`src/hdl/dcr_defs.svh`:
```
// Overview of operation
// (RULE_01) Capture inputs on rising clock edge
// (RULE_02) Re-drive word or route to control access
// (RULE_03) 28-bit or 26-bit plus 4-bit register
// (RULE_04) Strap high: two selects, A and B copies
// (RULE_05) Strap low: four selects, one-to-one
// (RULE_06) Parity checked against input one cycle later
// (RULE_07) Mismatch pulls error output low
// (RULE_08) Enables, terminations, selects excluded from parity
// (RULE_09) Parity checked only on selected cycles
// (RULE_10) Host keeps termination on when mirrored
// (RULE_11) Match releases error output
`ifndef DCR_DEFS_SVH
`define DCR_DEFS_SVH
`define DCR_ADDR_W 16
`define DCR_CMD_W 6
`define DCR_CS_W 4
`define DCR_CKE_W 2
`define DCR_ODT_W 2
`define DCR_CS_IDLE 4'hF
`define DCR_CS_PAIR_IDLE 2'h3
`endif

```
`src/hdl/dcr_pkg.sv`:
```
package dcr_pkg;
  `include "dcr_defs.svh"
  // Command/address word from the host
  typedef struct packed {
    logic [`DCR_ADDR_W-1:0] addr;
    logic [`DCR_CMD_W-1:0] cmd;
  } dcr_ca_t;
  // Control nets, kept out of parity
  typedef struct packed {
    logic [`DCR_CS_W-1:0] chip_select_in_n;
    logic [`DCR_CKE_W-1:0] clock_enable_in;
    logic [`DCR_ODT_W-1:0] on_die_term_in;
  } dcr_ctl_t;
  typedef enum logic {DCR_PAR_IDLE, DCR_PAR_WAIT} dcr_par_state_t;
endpackage

```
`src/hdl/dcr_register.sv`:
```
`timescale 1ns/1ps
module dcr_register
  import dcr_pkg::*;
(
  input wire logic i_core_clk,
  input wire logic i_reset,
  input wire dcr_ca_t i_ca,
  input wire dcr_ctl_t i_ctl,
  input wire logic i_quad_select_enable_strap,
  input wire logic i_parity_input,
  input wire logic i_ctrl_access,
  output dcr_ca_t o_ca_a,
  output dcr_ca_t o_ca_b,
  output logic [`DCR_CKE_W-1:0] o_clock_enable_a,
  output logic [`DCR_CKE_W-1:0] o_clock_enable_b,
  output logic [`DCR_ODT_W-1:0] o_on_die_term_a,
  output logic [`DCR_ODT_W-1:0] o_on_die_term_b,
  output logic [1:0] o_chip_select_out_a_n,
  output logic [1:0] o_chip_select_out_b_n,
  output logic [`DCR_CS_W-1:0] o_chip_select_out_quad_n,
  output dcr_ca_t o_ctrl_word,
  output logic o_ctrl_valid,
  output logic o_parity_error_output_out,
  output logic o_parity_error_output_oe
);
  `include "dcr_defs.svh"

  // Even parity of command and address bits only
  function automatic logic ca_parity(input dcr_ca_t w);
    ca_parity = ^w; // RULE_08
  endfunction

  // Any chip select asserted; selects are active low
  function automatic logic any_select(input dcr_ctl_t c);
    any_select = ~&c.chip_select_in_n;
  endfunction

  // Fan-out copies toward the memory devices
  dcr_ca_t ca_a;
  dcr_ca_t ca_b;
  dcr_ca_t next_ca_a;
  dcr_ca_t next_ca_b;
  // Word and strobe of a control access
  dcr_ca_t ctrl_word;
  dcr_ca_t next_ctrl_word;
  logic ctrl_valid;
  logic next_ctrl_valid;
  // Control net copies, kept out of parity
  logic [`DCR_CKE_W-1:0] cke_a;
  logic [`DCR_CKE_W-1:0] cke_b;
  logic [`DCR_CKE_W-1:0] next_cke_a;
  logic [`DCR_CKE_W-1:0] next_cke_b;
  logic [`DCR_ODT_W-1:0] odt_a;
  logic [`DCR_ODT_W-1:0] odt_b;
  logic [`DCR_ODT_W-1:0] next_odt_a;
  logic [`DCR_ODT_W-1:0] next_odt_b;
  // Chip select copies for both strap modes
  logic [1:0] csa;
  logic [1:0] csb;
  logic [1:0] next_csa;
  logic [1:0] next_csb;
  logic [`DCR_CS_W-1:0] csq;
  logic [`DCR_CS_W-1:0] next_csq;
  // Parity tracking and error pin drive
  dcr_ca_t held;
  dcr_ca_t next_held;
  dcr_par_state_t st;
  dcr_par_state_t next_st;
  logic err_oe;
  logic next_err_oe;
  logic err_out;
  logic next_err_out;
  logic selected;

  // Word takes part in checking only when a select is low
  assign selected = any_select(i_ctl); // RULE_09

  ////////////////////////////////////////////////////////////////////
  // Output fan-out next values
  always_comb begin
    // Data copies hold while a word goes to control access
    next_ca_a = ca_a;
    next_ca_b = ca_b;
    next_ctrl_word = ctrl_word;
    next_ctrl_valid = 1'b0;
    next_cke_a = i_ctl.clock_enable_in; // RULE_03
    next_cke_b = i_ctl.clock_enable_in;
    next_odt_a = i_ctl.on_die_term_in;
    next_odt_b = i_ctl.on_die_term_in;
    if (i_ctrl_access) begin
      next_ctrl_word = i_ca; // RULE_02
      next_ctrl_valid = selected;
    end else begin
      next_ca_a = i_ca; // RULE_02
      next_ca_b = i_ca; // RULE_03
    end
  end

  // Fan-out registers, loaded on the rising clock edge
  always_ff @(posedge i_core_clk or posedge i_reset) begin // RULE_01
    if (i_reset) begin
      ca_a <= '0;
      ca_b <= '0;
      ctrl_word <= '0;
      ctrl_valid <= 1'b0;
      cke_a <= '0;
      cke_b <= '0;
      odt_a <= '0;
      odt_b <= '0;
    end else begin
      ca_a <= next_ca_a;
      ca_b <= next_ca_b;
      ctrl_word <= next_ctrl_word;
      ctrl_valid <= next_ctrl_valid;
      cke_a <= next_cke_a;
      cke_b <= next_cke_b;
      odt_a <= next_odt_a;
      odt_b <= next_odt_b;
    end
  end

  ////////////////////////////////////////////////////////////////////
  // Chip select routing by strap mode
  always_comb begin
    // Copies unused in the current mode stay deasserted
    next_csa = `DCR_CS_PAIR_IDLE;
    next_csb = `DCR_CS_PAIR_IDLE;
    next_csq = `DCR_CS_IDLE;
    if (i_quad_select_enable_strap) begin
      next_csa = i_ctl.chip_select_in_n[1:0]; // RULE_04
      next_csb = i_ctl.chip_select_in_n[1:0]; // RULE_04
    end else begin
      next_csq = i_ctl.chip_select_in_n; // RULE_05
    end
  end

  // Chip select registers
  always_ff @(posedge i_core_clk or posedge i_reset) begin // RULE_01
    if (i_reset) begin
      csa <= `DCR_CS_PAIR_IDLE;
      csb <= `DCR_CS_PAIR_IDLE;
      csq <= `DCR_CS_IDLE;
    end else begin
      csa <= next_csa;
      csb <= next_csb;
      csq <= next_csq;
    end
  end

  ////////////////////////////////////////////////////////////////////
  // Parity check against the late parity bit
  always_comb begin
    next_held = held;
    next_err_oe = err_oe;
    next_st = DCR_PAR_IDLE;
    case (st)
      DCR_PAR_IDLE: begin
        next_err_oe = err_oe; // RULE_09
      end
      DCR_PAR_WAIT: begin
        next_err_oe = ca_parity(held) != i_parity_input; // RULE_06 RULE_07 RULE_11
      end
      default: next_st = DCR_PAR_IDLE;
    endcase
    // A selected word is held until its parity bit arrives
    if (selected) begin // RULE_09
      next_held = i_ca;
      next_st = DCR_PAR_WAIT;
    end
  end

  // Parity state registers
  always_ff @(posedge i_core_clk or posedge i_reset) begin
    if (i_reset) begin
      held <= '0;
      err_oe <= 1'b0;
      st <= DCR_PAR_IDLE;
    end else begin
      held <= next_held;
      err_oe <= next_err_oe;
      st <= next_st;
    end
  end

  // Error pin level: the open-drain pin only ever pulls low
  always_comb begin
    next_err_out = 1'h0; // RULE_07
  end

  // Error pin level register
  always_ff @(posedge i_core_clk or posedge i_reset) begin
    if (i_reset) begin
      err_out <= 1'h0;
    end else begin
      err_out <= next_err_out;
    end
  end

  ////////////////////////////////////////////////////////////////////
  // Output wiring: every pin comes straight from a flop
  // Data copies and control access
  assign o_ca_a = ca_a;
  assign o_ca_b = ca_b;
  assign o_ctrl_word = ctrl_word;
  assign o_ctrl_valid = ctrl_valid;

  // Control net copies
  assign o_clock_enable_a = cke_a;
  assign o_clock_enable_b = cke_b;
  assign o_on_die_term_a = odt_a;
  assign o_on_die_term_b = odt_b;

  // Chip select copies
  assign o_chip_select_out_a_n = csa;
  assign o_chip_select_out_b_n = csb;
  assign o_chip_select_out_quad_n = csq;

  // Open-drain error pin: enable high pulls the pin low
  assign o_parity_error_output_out = err_out;
  assign o_parity_error_output_oe = err_oe;
endmodule

```
`config.mk`:
```
export PLATFORM = sky130hd
export DESIGN_NAME = dcr_register
export DESIGN_NICKNAME = d
export VERILOG_FILES = /design/src/hdl/dcr_pkg.sv /design/src/hdl/dcr_register.sv
export VERILOG_INCLUDE_DIRS = /design/src /design/src/hdl
export SDC_FILE = /design/constraint.sdc
export NUM_CORES = 1
export LEC_CHECK = 0
export BUFFER_PORTS_ARGS = -buffer_cell sky130_fd_sc_hd__buf_2
export CORE_AREA = 2 2 88 90
export DETAILED_ROUTE_END_ITERATION = 12
export DIE_AREA = 0 0 90 92
export PLACE_DENSITY_LB_ADDON = 0.08
export SLEW_MARGIN = 25
export SYNTH_ARGS = -nofsm -noshare
export SYNTH_HDL_FRONTEND = slang
export SYNTH_SLANG_ARGS = --single-unit
```
`constraint.sdc`:
```
create_clock -name i_core_clk -period 5.4 [get_ports i_core_clk]
set_input_delay 0.81 -clock i_core_clk [delete_from_list [all_inputs] [get_ports i_core_clk]]
set_output_delay 0.81 -clock i_core_clk [all_outputs]
set_load 0.1 [all_outputs]
```
# ---- Word level (Yosys, flattened, before mapping)
# Index checks and enable logic that the tools add are counted.
dict set report totals {
  wordCells 22
  reg_bits 79
  inputBits 35
}
dict set report op_classes {
  n_reduce_logical 3
  mux 5
  n_eq_ne 1
}
# op count
set op_table {}
lappend op_table {{22-bit parity} 1}
lappend op_table {{4-bit 2-to-1 mux} 1}
lappend op_table {{4-bit AND reduction} 1}
lappend op_table {{1-bit 2-to-1 mux} 3}
lappend op_table {{2-bit 2-to-1 mux} 1}
lappend op_table {{1-bit zero test} 1}
lappend op_table {{1-bit != test} 1}

# ---- Logic depth before layout (Yosys ltp)
dict set report logic_depth {
  ltp_word 3
  mapped_depth 5
  ltp_nobuf 5
}

# ---- Worst setup path before layout
# No wires, ideal clock.
dict set report synth_path {
  path_type {register to output}
  start {register ca_b, in the netlist o_ca_b[0]}
  end {output port o_ca_b[0] (netlist bit)}
  path_slack_ns 3.254
  n_path_buf 1
  stages_incl_launch_ff 2
  t_required_ns 4.590
  arrival_ns 1.336
  cell_sequence {dfrtp_1 > buf_4}
}
# item line_no
set synth_rtl {}
lappend synth_rtl {{start, declared} dcr_register.sv:40} ;# dcr_ca_t ca_b;
lappend synth_rtl {{start signal, assigned} dcr_register.sv:112} ;# ca_b <= next_ca_b;
lappend synth_rtl {{end, declared} dcr_register.sv:13} ;# output dcr_ca_t o_ca_b,
# No word-level cell between the ends.

# ---- Worst setup path in the final report
dict set report layout_path {
  start {register csb[0], in the netlist o_chip_select_out_b_n[0]}
  end {output port o_chip_select_out_b_n[0]}
}
# item line_no
set layout_rtl {}
lappend layout_rtl {{start, declared} dcr_register.sv:59} ;# logic [1:0] csb;
lappend layout_rtl {{start signal, assigned} dcr_register.sv:141} ;# csb <= `DCR_CS_PAIR_IDLE;
lappend layout_rtl {{start signal, assigned} dcr_register.sv:145} ;# csb <= next_csb;
lappend layout_rtl {{end, declared} dcr_register.sv:19} ;# output logic [1:0] o_chip_select_out_b_n,
# No word-level cell between the ends.

==> run_results.csv <==
group,metric,value,unit
outcome,status,"finished, final reports clean",
cts,clock_latency,340,ps
logic_synthesis,yosysTopAreaCell,"dfrtp_1",
die,core_area,0.007447,sq mm
route,wl,5492,um
sta,worstMarginPinSlew,695.2,ps
logic_synthesis,seq_area_frac_synth,0.6105,
die,ioPinCount,120,
worst_hold_path,hold-path-endpoint,"o_ctrl_word[21]",
worst_hold_path,hold_depth,1,
logic_synthesis,ys_types,18,
worst_setup_path,rr_worst_depth,5,
layout,fin_cells,418,
worst_hold_path,min_path_type,"flop to flop",
route,drt_iter0_markers,29,
sta,final_max_slew_viol_count,0,
placement,place_congestion,0.6476,
worst_setup_path,cpLargestDelayFamily,"flip-flops",
logic_synthesis,synth_fp_nets,250,
global_routing,grtUsageMet1,0.1833,
global_routing,grt_antenna_before_repair,0,
logic_synthesis,synth-seq-cells,79,
pwr,peakVddDrop,230.8,uV
cts,h-tree-depth,3,
worst_setup_path,path_max_fanout,2,
cts,cts_inserted_buffers,9,
worst_hold_path,hp-start,"o_ctrl_word[21]",
die,die_w,90,um
worst_setup_path,worst_ep_arrival_time,1280,ps
pwr,power.leakage,1.887,nW
layout,drive_above_1_share,0.6741,
worst_setup_path,critPathCaptureType,"output port",
cts,clock-sinks,79,
layout,synthToLayoutAreaGrowth,23.21,%
cts,cts_tree,"built",
cts,cts-root-buf,"clkbuf_8",
sta,clock_skew,8.669,ps
placement,dpl.hpwl,3763,um
sta,setup_viol,0,
logic_synthesis,synthTopCellsByArea,"dfrtp_1, mux2_2, buf_4, dfstp_2, xnor2_1",
global_routing,grt_util_met2,0.2337,
global_routing,grt_pass1_wl,9425,um
route,ant_nets,0,
sta,finalHoldViolations,0,
logic_synthesis,netlist_area,0.003251,sq mm
layout,num_antenna_cells,0,
worst_setup_path,timing.rr.start,"held[16]",
layout,fin_util,0.5378,
global_routing,grt_busiest_layer,"met2",
sta,timing.fmax,479.3,MHz
cts,cts_buffer_depth,2,
layout,nets,346,
cts,clk_pin_slew,80,ps
route,vias_per_cell,4.605,
global_routing,met3_usage,0.03205,
placement,dp_cells,401,
die,start_util,0.4365,
sta,fin_crit_sh,0.3863,
route,vias,1925,
logic_synthesis,ys.warnings.count,0,
job,maxCapViolations,0,
cts,cts_setup_buffers,0,
worst_setup_path,critical_path_buf_inv_count,1,
cts,cts_resized,0,
worst_setup_path,crit_type,"flop to output port",
die,dieArea,0.008280,sq mm
sta,fin_tns_setup,0,ps
route,avgRoutedWirePerCell,13.14,um
worst_setup_path,rr_endpoint,"o_parity_error_output_oe",
worst_setup_path,crit_chain,"buf_2",
cts,cts_hold_buf,0,
worst_setup_path,rrSetupSlack,3670,ps
worst_setup_path,critPathMaxStageDelay,530,ps
global_routing,grt_max_degree,80,
route,drc,0,
placement,io_buffers,118,
die,fp.dieH,92,um
logic_synthesis,synth_top_area_frac,0.5620,
sta,rsz0062_at_grt,"false",
die,rows,32,
route,drt_pass1_iterations,3,
worst_setup_path,required,4590,ps
global_routing,grtUsageTotal,0.1436,
sta,relSlewSlack,0.5365,
global_routing,grt_pass1_vias,1990,
pwr,p_per_area,468.4,mW/mm^2
worst_setup_path,cp-start-kind,"flop",
logic_synthesis,synth.avg_cell_area,15.12,sq um
logic_synthesis,synth_cells,215,
worst_setup_path,critPathSlowestCell,"dfstp_2",
global_routing,gr-total-overflow,0,
sta,min_period,2086,ps
==> Yosys cell counts <==
| library cell | number |
|---|---|
| xnor2_1 | 17 |
| or2_2 | 4 |
| nand2b_1 | 2 |
| mux2_4 | 1 |
| dfstp_2 | 6 |
| mux2_2 | 65 |
| xor2_1 | 2 |
| dfrtp_1 | 73 |
| clkbuf_1 | 7 |
| inv_1 | 2 |
| o21ai_0 | 1 |
| and2_1 | 1 |
| xnor3_1 | 1 |
| conb_1 | 1 |
| xnor2_2 | 1 |
| buf_4 | 29 |
| nand2_1 | 1 |
| nand4_1 | 1 |
==> power breakdown <==
group	internal [mW]	switching (mW)	total (mW)
registers	0.646	0.0282	0.674
logic	0.141	0.540	0.681
clock network	0.320	0.201	0.520
total	1.11	0.769	1.88
==> registers in the layout (all words and copies together), names as in the netlist <==
| name | cells |
|---|---|
| o_clock_enable_b | 2 |
| held | 22 |
| o_ctrl_word | 22 |
| o_chip_select_out_quad_n | 4 |
| o_ctrl_valid | 1 |
| o_parity_error_output_oe | 1 |
| o_ca_b | 22 |
| st | 1 |
| o_chip_select_out_b_n | 2 |
| o_on_die_term_b | 2 |
==> how the worst max path moves through the flow <==
stage | from | end | cells past startpoint
final | o_chip_select_out_b_n[0] | o_chip_select_out_b_n[0] | 1
after global placement | i_ctrl_access | o_ctrl_word[8] | 2
after CTS | o_chip_select_out_b_n[0] | o_chip_select_out_b_n[0] | 1
after global routing | o_chip_select_out_b_n[1] | o_chip_select_out_a_n[1] | 1
after detailed placement | i_parity_input | o_parity_error_output_oe | 6
after floorplan | i_reset | held[0] | 1
==> kinds of logic after synthesis <==
logic type | Yosys count | synth area share
flip-flops | 79 | 0.6105
multiplexers | 66 | 0.2298
buffers and inverters | 38 | 0.07737
XOR/XNOR | 21 | 0.06313
AND/OR/NAND/NOR | 9 | 0.01655
AO/OA/AOI/OAI | 1 | 0.001538
other | 1 | 0.001154
==> through the flow <==
step | cell area, sq um | setup WS [ps] | hold WS [ps] | power (mW)
2_1_floorplan | 3251 | 2577 | 497.8 | 1.295
3_3_place_gp | 3741 | 3242 | 485.0 | 1.366
3_5_place_dp | 3741 | 3228 | 489.9 | 1.371
4_1_cts | 3981 | 3291 | 508.1 | 1.896
5_1_grt | 4005 | 3267 | 523.7 | 1.948
6_report | 4005 | 3314 | 500.6 | 1.876
==> cells in the final DEF, fill, tap and decap left out, drive strengths merged <==
cell    count
and2        1
buf       121
bufinv      3
clkbuf     12
clkinv      2
conb        1
dfrtp      73
dfstp       6
inv         1
mux2       66
nand2       1
nand2b      2
nand4       1
o21ai       1
or2         4
xnor2      18
xnor3       1
xor2        2
==> worst reg2reg max path: stages (launching register included) <==
cell and delay [ps]:
dfrtp_1 390, xnor2_1 220, xnor2_1 180, xnor2_1 150
xnor3_1 420, mux2_4 260
==> layer usage <==
| layer | up-vias | wire length [um] |
|---|---|---|
| li1 | 890 | - |
| met1 | 953 | 2336 |
| met2 | 72 | 2688 |
| met3 | 10 | 361 |
| met4 | 0 | 106 |
| met5 | - | 0 |
==> layout make-up <==
type | instances | area [sq um]
Timing Repair Buffer | 121 | 629.4
Multi-Input combinational cell | 98 | 1015
Fill cell | 693 | 3442
Clock buffer | 12 | 145.1
Clock inverter | 4 | 95.09
Tap cell | 102 | 127.6
Inverter | 2 | 8.758
Sequential cell | 79 | 1984
No activity file was read; power rests on OpenSTA's default activity.
